### src/rtl/tbs_pkg.sv
// Constants, types and helpers for the transmit burst sequencer
// Summary of operation
// - Sample tick every half symbol period
// - Burst go sampled on tick falling edge
// - Hold zero 9.5 ticks plus offset
// - Amplifier enable rises with ramp start
// - First point six ticks after ramp
// - Shift word right per tick, LSB first
// - Last point 15.5 ticks after last symbol
// - Zero and amplifier off six ticks later
// - Offset adds quarter-tick steps, 0 to 3
// - Offset shifts amplifier and waveform equally
// - Digital mode: encode, ramp, fixed level
// - Analog mode: outputs follow written samples
// - Burst length follows burst go duration
// - Mode one digital, zero analog
// - Analog mode keeps amplifier enable high
package tbs_pkg;

  // Clock and tick timing
  localparam int CLK_HZ  = 100_000_000;
  localparam int SYM_HZ  = 24_300;
  localparam int TICK_HZ = 2 * SYM_HZ;
  localparam int QTR_CYC = CLK_HZ / (4 * TICK_HZ);
  localparam int QCNT_W  = 10;
  localparam logic [QCNT_W-1:0] QTR_LAST = QCNT_W'(QTR_CYC - 1);
  localparam logic [1:0] IRQ_FALL_PH = 2'h2;

  // Burst timing in quarter ticks
  localparam int HOLD_Q     = 38;
  localparam int RAMP_Q     = 24;
  localparam int POINT_Q    = 62;
  localparam int LAST_SYM_Q = 8;
  localparam int SYM_LAG_Q  = 5;
  localparam int TIMER_W    = 7;
  localparam logic [TIMER_W-1:0] HOLD_END  = TIMER_W'(HOLD_Q);
  localparam logic [TIMER_W-1:0] TAIL_END  = TIMER_W'(POINT_Q - LAST_SYM_Q);
  localparam logic [TIMER_W-1:0] DLY_BASE  = TIMER_W'(POINT_Q - SYM_LAG_Q);
  localparam logic [4:0]         LEVEL_TOP = 5'(RAMP_Q);
  localparam logic signed [15:0] RAMP_DIV  = 16'sh0018;

  // Data path sizes
  localparam int WORD_BITS  = 10;
  localparam int FIFO_DEPTH = 8;
  localparam int DLY_DEPTH  = 128;

  // Constellation amplitudes
  localparam logic signed [7:0] PT_RADIUS = 8'sh60;
  localparam logic signed [7:0] PT_DIAG   = 8'sh44;

  // Phase steps in units of pi/4 per dibit
  localparam logic [2:0] STEP_00 = 3'h1;
  localparam logic [2:0] STEP_01 = 3'h3;
  localparam logic [2:0] STEP_11 = 3'h5;
  localparam logic [2:0] STEP_10 = 3'h7;

  typedef enum logic [2:0] {ST_IDLE, ST_HOLD, ST_RAMP, ST_BURST, ST_TAIL, ST_DECAY} tbsState_e;

  typedef struct packed {
    logic [2:0]           dibits;
    logic [WORD_BITS-1:0] bits;
  } tbsWord_s;

  typedef struct packed {
    logic signed [7:0] i;
    logic signed [7:0] q;
  } tbsSample_s;

  // In-phase coordinate of a constellation phase
  function automatic logic signed [7:0] tbs_point_i(input logic [2:0] ph);
    logic signed [7:0] v;
    v = 8'sh00;
    unique case (ph)
      3'h0: v = PT_RADIUS;
      3'h1: v = PT_DIAG;
      3'h2: v = 8'sh00;
      3'h3: v = -PT_DIAG;
      3'h4: v = -PT_RADIUS;
      3'h5: v = -PT_DIAG;
      3'h6: v = 8'sh00;
      3'h7: v = PT_DIAG;
    endcase
    return v;
  endfunction

  // Ramp scaling of a coordinate by the envelope level
  function automatic logic signed [7:0] tbs_scale(input logic signed [7:0] pt,
                                                  input logic [4:0] lvl);
    logic signed [15:0] p;
    p = 16'(pt * $signed({1'b0, lvl}));
    return 8'(p / RAMP_DIV);
  endfunction

endpackage

### src/rtl/tbs_fifo.sv
// Word FIFO between DSP writes and the bit shifter
`timescale 1ns/1ns
`default_nettype none
module tbs_fifo #(
  parameter int WIDTH = 13,
  parameter int DEPTH = 8
) (
  // Clock and reset
  input  wire logic             clk,
  input  wire logic             rstn,
  // Filling side
  input  wire logic             inValid,
  input  wire logic [WIDTH-1:0] inData,
  output logic                  inReady,
  // Draining side
  output logic                  outValid,
  output logic [WIDTH-1:0]      outData,
  input  wire logic             outReady
);
  localparam int AW = $clog2(DEPTH);
  localparam logic [AW:0] FULL_CNT = (AW+1)'(DEPTH);

  typedef struct packed {
    logic [AW-1:0] wPtr;
    logic [AW-1:0] rPtr;
    logic [AW:0]   count;
  } tbsFifo_s;

  tbsFifo_s         s;
  tbsFifo_s         next_s;
  logic [WIDTH-1:0] mem [DEPTH];
  logic             push;
  logic             pop;

  // Honest full and empty from the occupancy count
  assign inReady  = (s.count != FULL_CNT);
  assign outValid = (s.count != '0);
  assign outData  = mem[s.rPtr];
  assign push     = inValid && inReady;
  assign pop      = outValid && outReady;

  // Pointer and count update
  always_comb begin
    next_s = s;
    if (push) begin
      next_s.wPtr = s.wPtr + 1'b1;
    end
    if (pop) begin
      next_s.rPtr = s.rPtr + 1'b1;
    end
    next_s.count = s.count + (AW+1)'(push) - (AW+1)'(pop);
  end

  // State register
  always_ff @(posedge clk or negedge rstn) begin
    if (!rstn) begin
      s <= '0;
    end else begin
      s <= next_s;
    end
  end

  // Storage array
  always_ff @(posedge clk) begin
    if (push) begin
      mem[s.wPtr] <= inData;
    end
  end
endmodule
`default_nettype wire

### src/rtl/tbs_dqpsk_encoder.sv
// Differential pi/4 phase encoder for dibits
`timescale 1ns/1ns
`default_nettype none
module tbs_dqpsk_encoder
  import tbs_pkg::*;
(
  // Clock and reset
  input  wire logic       clk,
  input  wire logic       rstn,
  // Control
  input  wire logic       clear,
  input  wire logic       step,
  input  wire logic [1:0] dibit,
  // Current phase in units of pi/4
  output logic [2:0]      phase
);
  typedef struct packed {
    logic [2:0] phase;
  } tbsEnc_s;

  tbsEnc_s    s;
  tbsEnc_s    next_s;
  logic [2:0] delta;

  // Dibit to phase change map
  always_comb begin
    delta = STEP_00;
    unique case (dibit)
      2'h0: delta = STEP_00;
      2'h1: delta = STEP_01;
      2'h3: delta = STEP_11;
      2'h2: delta = STEP_10;
    endcase
  end

  // Phase holds between symbols, advances on a step
  always_comb begin
    next_s = s;
    if (clear) begin
      next_s.phase = 3'h0;
    end else if (step) begin
      next_s.phase = s.phase + delta;
    end
  end

  always_ff @(posedge clk or negedge rstn) begin
    if (!rstn) begin
      s <= '0;
    end else begin
      s <= next_s;
    end
  end

  assign phase = s.phase;
endmodule
`default_nettype wire

### src/rtl/tbs_burst_sequencer.sv
// Transmit burst sequencer: tick pacing, burst timing, ramp and output mux
`timescale 1ns/1ns
`default_nettype none
module tbs_burst_sequencer
  import tbs_pkg::*;
(
  // Clock and reset
  input  wire logic          core_clk,
  input  wire logic          rst_b,
  // DSP control bits
  input  wire logic          modeDigital,
  input  wire logic          burstGo,
  input  wire logic [1:0]    burstDelayOffset,
  // Burst data words
  input  wire tbs_pkg::tbsWord_s inphaseTxWord,
  input  wire logic          inphaseTxValid,
  output logic               inphaseTxReady,
  // Analog samples
  input  wire logic [7:0]    analogInphase,
  input  wire logic [7:0]    quadratureTxWord,
  input  wire logic          analogWrite,
  // Outputs
  output logic               sampleTickIrq,
  output tbs_pkg::tbsSample_s txOut,
  output logic               ampEnableOut,
  output logic               burstActive
);
  typedef struct packed {
    logic                 goMeta;
    logic                 goSync;
    logic [QCNT_W-1:0]    qCnt;
    logic [1:0]           qPhase;
    logic                 irq;
    tbsState_e            state;
    logic [TIMER_W-1:0]   timer;
    logic [1:0]           dLatch;
    logic [4:0]           level;
    logic [WORD_BITS-1:0] curBits;
    logic [3:0]           curLeft;
    logic                 firstBit;
    logic                 bitOdd;
    tbsSample_s           tx;
    logic                 amp;
    logic [TIMER_W-1:0]   wPtr;
  } tbsSeq_s;

  tbsSeq_s            s;
  tbsSeq_s            next_s;
  logic [1:0]         rstSync;
  logic               rstn;
  logic               qEn;
  logic               fallEn;
  logic [1:0]         qNext;
  logic               fifoValid;
  tbsWord_s           fifoWord;
  logic               fifoPop;
  logic               encClear;
  logic               encStep;
  logic [1:0]         encDibit;
  logic [2:0]         encPhase;
  logic [2:0]         phaseLine [DLY_DEPTH];
  logic [TIMER_W-1:0] rdPtr;
  logic [2:0]         outPhase;
  logic               bitNow;
  logic               consume;
  logic               goHigh;

  // Reset release through two flops
  always_ff @(posedge core_clk or negedge rst_b) begin
    if (!rst_b) begin
      rstSync <= 2'h0;
    end else begin
      rstSync <= {rstSync[0], 1'b1};
    end
  end
  assign rstn = rstSync[1];

  // Data word buffer
  tbs_fifo #(
    .WIDTH ($bits(tbsWord_s)),
    .DEPTH (FIFO_DEPTH)
  ) u_fifo (
    .clk      (core_clk),
    .rstn     (rstn),
    .inValid  (inphaseTxValid),
    .inData   (inphaseTxWord),
    .inReady  (inphaseTxReady),
    .outValid (fifoValid),
    .outData  (fifoWord),
    .outReady (fifoPop)
  );

  // Symbol phase encoder
  tbs_dqpsk_encoder u_enc (
    .clk   (core_clk),
    .rstn  (rstn),
    .clear (encClear),
    .step  (encStep),
    .dibit (encDibit),
    .phase (encPhase)
  );

  // Quarter-tick pacing and tick falling edge
  assign qEn    = (s.qCnt == QTR_LAST);
  assign qNext  = s.qPhase + 2'h1;
  assign fallEn = qEn && (qNext == IRQ_FALL_PH);
  assign goHigh = s.goSync;

  // Delayed phase tap, offset adds quarter ticks; reference phase until burst data arrives
  assign rdPtr    = s.wPtr - DLY_BASE - TIMER_W'(s.dLatch);
  assign outPhase = (s.state inside {ST_IDLE, ST_HOLD, ST_RAMP}) ? 3'h0 : phaseLine[rdPtr];

  // Next bit from the word, least significant first
  always_comb begin
    bitNow = 1'b0;
    if (s.curLeft != 4'h0) begin
      bitNow = s.curBits[0];
    end else if (fifoValid) begin
      bitNow = fifoWord.bits[0];
    end
  end

  // Sequencer next-state
  always_comb begin
    next_s   = s;
    encClear = 1'b0;
    encStep  = 1'b0;
    encDibit = 2'h0;
    fifoPop  = 1'b0;
    consume  = 1'b0;
    next_s.goMeta = burstGo;
    next_s.goSync = s.goMeta;
    next_s.qCnt   = qEn ? '0 : s.qCnt + 1'b1;
    if (qEn) begin
      next_s.qPhase = qNext;
      next_s.irq    = ~qNext[1];
      next_s.timer  = s.timer + 1'b1;
      next_s.wPtr   = s.wPtr + 1'b1;
    end
    if (!modeDigital) begin
      // Analog mode: samples pass straight, amplifier stays on
      next_s.state   = ST_IDLE;
      next_s.amp     = 1'b1;
      next_s.level   = 5'h0;
      next_s.curLeft = 4'h0;
      encClear       = 1'b1;
      if (analogWrite) begin
        next_s.tx.i = analogInphase;
        next_s.tx.q = quadratureTxWord;
      end
    end else begin
      // Digital mode envelope and output, fixed ramp only
      next_s.tx.i = tbs_scale(tbs_point_i(outPhase), s.level);
      next_s.tx.q = tbs_scale(tbs_point_i(outPhase - 3'h2), s.level);
      unique case (s.state)
        ST_IDLE: begin
          next_s.amp     = 1'b0;
          next_s.level   = 5'h0;
          next_s.curLeft = 4'h0;
          next_s.bitOdd  = 1'b0;
          encClear       = 1'b1;
          if (fallEn && goHigh) begin
            next_s.state  = ST_HOLD;
            next_s.timer  = '0;
            next_s.dLatch = burstDelayOffset;
            consume       = 1'b1;
          end
        end
        ST_HOLD: begin
          if (qEn && next_s.timer == HOLD_END + TIMER_W'(s.dLatch)) begin
            next_s.state = ST_RAMP;
            next_s.amp   = 1'b1;
          end
        end
        ST_RAMP: begin
          if (qEn) begin
            next_s.level = s.level + 5'h1;
            if (next_s.level == LEVEL_TOP) begin
              next_s.state = ST_BURST;
            end
          end
        end
        ST_BURST: begin
          next_s.level = LEVEL_TOP;
        end
        ST_TAIL: begin
          if (qEn && next_s.timer == TAIL_END + TIMER_W'(s.dLatch)) begin
            next_s.state = (s.level == 5'h0) ? ST_IDLE : ST_DECAY;
            if (s.level == 5'h0) begin
              next_s.amp = 1'b0;
            end
          end
        end
        ST_DECAY: begin
          if (qEn) begin
            next_s.level = s.level - 5'h1;
            if (next_s.level == 5'h0) begin
              next_s.state = ST_IDLE;
              next_s.amp   = 1'b0;
            end
          end
        end
      endcase
      // Burst length set by burst go, sampled at tick fall
      if (fallEn && (s.state == ST_HOLD || s.state == ST_RAMP || s.state == ST_BURST)) begin
        if (goHigh) begin
          consume = 1'b1;
        end else begin
          next_s.state = ST_TAIL;
          next_s.timer = '0;
        end
      end
      // One bit per tick, two bits form a symbol
      if (consume) begin
        if (s.curLeft != 4'h0) begin
          next_s.curBits = s.curBits >> 1;
          next_s.curLeft = s.curLeft - 4'h1;
        end else if (fifoValid) begin
          fifoPop        = 1'b1;
          next_s.curBits = fifoWord.bits >> 1;
          next_s.curLeft = {fifoWord.dibits, 1'b0} - 4'h1;
        end
        if (!next_s.bitOdd) begin
          next_s.firstBit = bitNow;
          next_s.bitOdd   = 1'b1;
        end else begin
          encStep       = 1'b1;
          encDibit      = {s.firstBit, bitNow};
          next_s.bitOdd = 1'b0;
          encClear      = 1'b0;
        end
      end
    end
  end

  // State register
  always_ff @(posedge core_clk or negedge rstn) begin
    if (!rstn) begin
      s <= '0;
    end else begin
      s <= next_s;
    end
  end

  // Phase delay line, one entry per quarter tick
  always_ff @(posedge core_clk) begin
    if (qEn) begin
      phaseLine[s.wPtr] <= encPhase;
    end
  end

  // Registered outputs; burst active decoded from the state register
  assign sampleTickIrq = s.irq;
  assign txOut         = s.tx;
  assign ampEnableOut  = s.amp;
  assign burstActive   = (s.state != ST_IDLE);

  // Checking aids
  localparam int TICK_CYC = 4 * QTR_CYC;
  logic [11:0] tickAge;
  logic        seenFall;
  always_ff @(posedge core_clk or negedge rstn) begin
    if (!rstn) begin
      tickAge  <= 12'h000;
      seenFall <= 1'b0;
    end else if (s.irq && !next_s.irq) begin
      tickAge  <= 12'h000;
      seenFall <= 1'b1;
    end else begin
      tickAge  <= tickAge + 12'h001;
    end
  end
endmodule
`default_nettype wire

### config.mk
export PLATFORM = sky130hd
export DESIGN_NAME = tbs_burst_sequencer
export DESIGN_NICKNAME = d
export VERILOG_FILES = /design/src/rtl/tbs_pkg.sv /design/src/rtl/tbs_fifo.sv /design/src/rtl/tbs_dqpsk_encoder.sv /design/src/rtl/tbs_burst_sequencer.sv
export SDC_FILE = /design/constraint.sdc
export NUM_CORES = 1
export LEC_CHECK = 0
export ABC_AREA = 1
export BUFFER_PORTS_ARGS = -buffer_cell sky130_fd_sc_hd__buf_2
export CAP_MARGIN = 30
export CORE_MARGIN = 3
export CORE_UTILIZATION = 44
export CTS_CLUSTER_DIAMETER = 200
export DETAILED_ROUTE_END_ITERATION = 16
export PLACE_DENSITY_LB_ADDON = 0.12
export SLEW_MARGIN = 20
export SYNTH_ARGS = -nofsm -noshare
export SYNTH_HDL_FRONTEND = slang
export SYNTH_HIERARCHICAL = 1
export SYNTH_SLANG_ARGS = --single-unit
### constraint.sdc
create_clock -name core_clk -period 3.2 [get_ports core_clk]
set_clock_uncertainty 0.05 [all_clocks]
set_input_delay 0.32 -clock core_clk [delete_from_list [all_inputs] [get_ports core_clk]]
set_output_delay 0.32 -clock core_clk [all_outputs]
set_load 0.005 [all_outputs]
==> run metrics <==
Hold Path Class=in -> reg; Initial Util=44.5%; FP Rows=94; Slew headroom=47.0%; top post-synthesis cells by area=edfxtp_1, nand2_1, dfrtp_1, nand3_1, inv_1; status=finished with violations; Die H=264 µm; Fmax=106 MHz; Mapped Avg Cell Area=9.69 µm²; TritonCTS clock tree=yes; asr flop ratio synth=15.0%; failing checks=negative setup slack; critical path type=reg -> reg; Final nets=3594; via count=22700; Ys Warns=6; crit end category=flip-flop; Period minus WS final=9.43 ns; Top FF cell, synth=edfxtp_1; P_int=0.0126 W; FILL cells=5735; floorplan core area=65900 µm²; WL/cell=17.8 µm; vias in the first global route=22600; sw frac=22.9%; die footprint=69800 µm²; total grt overflow=0; initial antenna violation count=0; Synth Instances=3029; max-cap violation count=0; placed cell count=4146; Pre-antenna DRT Iters=6; area leader, netlist=edfxtp_1; CTS buffer count=61; antenna-violating nets left=0; CTS Buffer Depth=3; Slowest cell on crit path=fa_1; DRT iter0 DRCs=1869; Critical Path RT=3.67 ns; final wirelength=77600 µm; final hold viol count=0; Slew @ Worst Pin=0.794 ns; vias per cell=5.22; CTS clk-pin slew, worst paths=0.06 ns; Seq pwr share=51.4%; PortBufs=56; total power=0.0164 W; Root Driver=clkbuf_16; Clock Latency Late Sink=0.63 ns; Slew Limit Fails=0; H-tree depth=2; sequential area share after synthesis=57.3%; Logic pwr share=7.0%; area of the mapped netlist=29300 µm²; Worst EP arrival=9.90 ns; Ant. Diodes=0; setup TNS=-94.33 ns; DRC Markers=0; post-synthesis register bit count=574; syn nets=3185; GPL Wtd Cong=0.883; critical path's most frequent cell=nand2_2; area fraction of the dominant cell type after synthesis=49.9%; Post-synth EDFFs=488; clock sink total=574; peak fanout along the critical path=8; share of layout cells above drive strength 1=24.3%; final setup violation count=16; crit path buf inv count=16; Power Density=441 nW/µm²; Synth cell types=64; unrepaired setup endpoints after global routing=true; max incr delay on CP=0.53 ns; area grow syn2layout=26.6%; fin crit share=295%; final worst slack=-6.23 ns; P_sw=0.00376 W; wire length of the first global-routing pass=121000 µm; all-layer global routing usage=21.6%; HPWL Detailed=50500 µm; Clock power frac=41.5%; leakage power=15.3 nW; Setup crit start kind=flip-flop; Chip Width=264 µm; maximum vdd ir drop=495 µV; Top Family by Delay on Critical Path=simple AND/OR/NAND/NOR gates; largest net degree at the start of global routing=113; I/O Pins=57; Finished Layout Cells=4354
power groups by stage:
stage	Combinational, W	Clock (W)	Sequential (W)
2_1_floorplan	0.000662	0	0.00856
3_3_place_gp	0.00102	0	0.00858
3_5_place_dp	0.00105	0	0.00858
4_1_cts	0.00109	0.00695	0.00843
5_1_grt	0.00129	0.00727	0.00846
6_report	0.00115	0.00681	0.00843
placed cells by master (no fill, tap or decap), types with 48 or more instances in the layout:
master	count
xor2_1	48
nand3_1	251
edfxtp_1	488
buf_2	56
clkbuf_16	63
inv_1	302
a21oi_1	152
ha_1	67
nand2_1	747
buf_4	352
nand2_2	59
nor2_1	239
dfrtp_1	82
stage by stage:
| stage | area, µm² | hold slack, ns | setup slack, ns | util, % |
|---|---|---|---|---|
| final | 37100 | 0.0660 | -6.23 | 56.4 |
| after global routing | 37100 | 0.0896 | -6.93 | 56.4 |
| after CTS | 35900 | 0.0229 | -6.13 | 54.5 |
| after detailed placement | 33000 | 0.0618 | -6.47 | 50.1 |
| after global placement | 33000 | 0.0554 | -6.26 | 50.1 |
| after floorplan | 29600 | -0.0256 | -5.58 | - |
metal layers:
| metal | up-vias | wire length (µm) | GRT usage, % |
|---|---|---|---|
| li1 | 10900 | - | - |
| met1 | 11000 | 33400 | 28.6 |
| met2 | 597 | 38200 | 37.4 |
| met3 | 153 | 4000 | 2.88 |
| met4 | 0 | 2040 | 6.12 |
| met5 | - | 0 | 0 |
final cells by class:
class / count / area [µm²] / share of cell area, %
flip-flops and latches: 574 / 16800 / 45.3
inverters: 346 / 1330 / 3.57
clock buffers: 79 / 1610 / 4.35
clock inverters: 36 / 308 / 0.829
multi-input cells: 1964 / 11900 / 32.1
well taps: 864 / 1080 / 2.91
repair buffers: 491 / 4070 / 11.0
sequential cells by signal, summed over array words and instances (netlist names):
name,flops
sampleTickIrq,1
u_enc/phase,3
txOut,16
s,51
next_s,1
goHigh,1
ampEnableOut,1
u_fifo/s,10
phaseLine,384
rstSync,2
u_fifo/mem,104
synthesized netlist by cell type, types with 11 or more instances:
cell / n
nand2_1: 803
edfxtp_1: 488
inv_1: 329
nand3_1: 274
nor2_1: 263
a21oi_1: 166
dfrtp_1: 86
ha_1: 84
clkbuf_1: 62
xor2_1: 55
o21ai_0: 39
a22oi_1: 38
fa_1: 35
buf_2: 29
buf_4: 24
nand2_2: 22
nor3_1: 22
buf_1: 21
o21ai_1: 17
xnor2_1: 17
o311ai_0: 16
a31oi_1: 12
inv_2: 11
worst register-to-register path: cells and delay by family (launching register included):
| family | cells | cell delay, ns |
|---|---|---|
| xor gates and xnor gates | 1 | 0.18 |
| buffers and inverters | 16 | 1.39 |
| DFF | 1 | 0.41 |
| and+or+nand+nor | 44 | 3.78 |
| AOI/OAI and AO/OA | 7 | 0.83 |
| adders and majority gates | 8 | 2.71 |
cell families after synthesis:
family	synth area share (%)
muxes	0.145
other	0.0128
AOI/OAI and AO/OA	7.05
and+or+nand+nor	20.2
buffers and inverters	6.96
DFF	57.3
adders and majority gates	5.97
xor gates and xnor gates	2.35
final timing paths:
check                           cells after the start  slack [ns]                     to                  from
worst min register to register                      0        0.30        s[67]$_DFF_PN0_  rstSync[1]$_DFF_PN0_
worst min-delay path                                5        0.07  txOut[15]$_DFFE_PN0P_           analogWrite
worst max-delay path                               76       -6.23   txOut[6]$_DFFE_PN0P_      s[1]$_DFFE_PN0P_
min in group asynchronous                           0        0.30        s[67]$_DFF_PN0_  rstSync[1]$_DFF_PN0_
max in group asynchronous                           1        2.03      s[34]$_DFFE_PN0P_  rstSync[1]$_DFF_PN0_
worst max register to register                     76       -6.23   txOut[6]$_DFFE_PN0P_      s[1]$_DFFE_PN0P_
repair_timing:
item | in CTS | in global routing
setup endpoints to repair | 18 | 24
pin swaps | 45 | 121
resized for setup | 100 | 207
hold buffers | 35 | 0
hold endpoints to repair | 126 | 0
gates cloned | 1 | 2
buffers inserted | 24 | 39
Note: power is estimated with default switching activity, not from simulation.
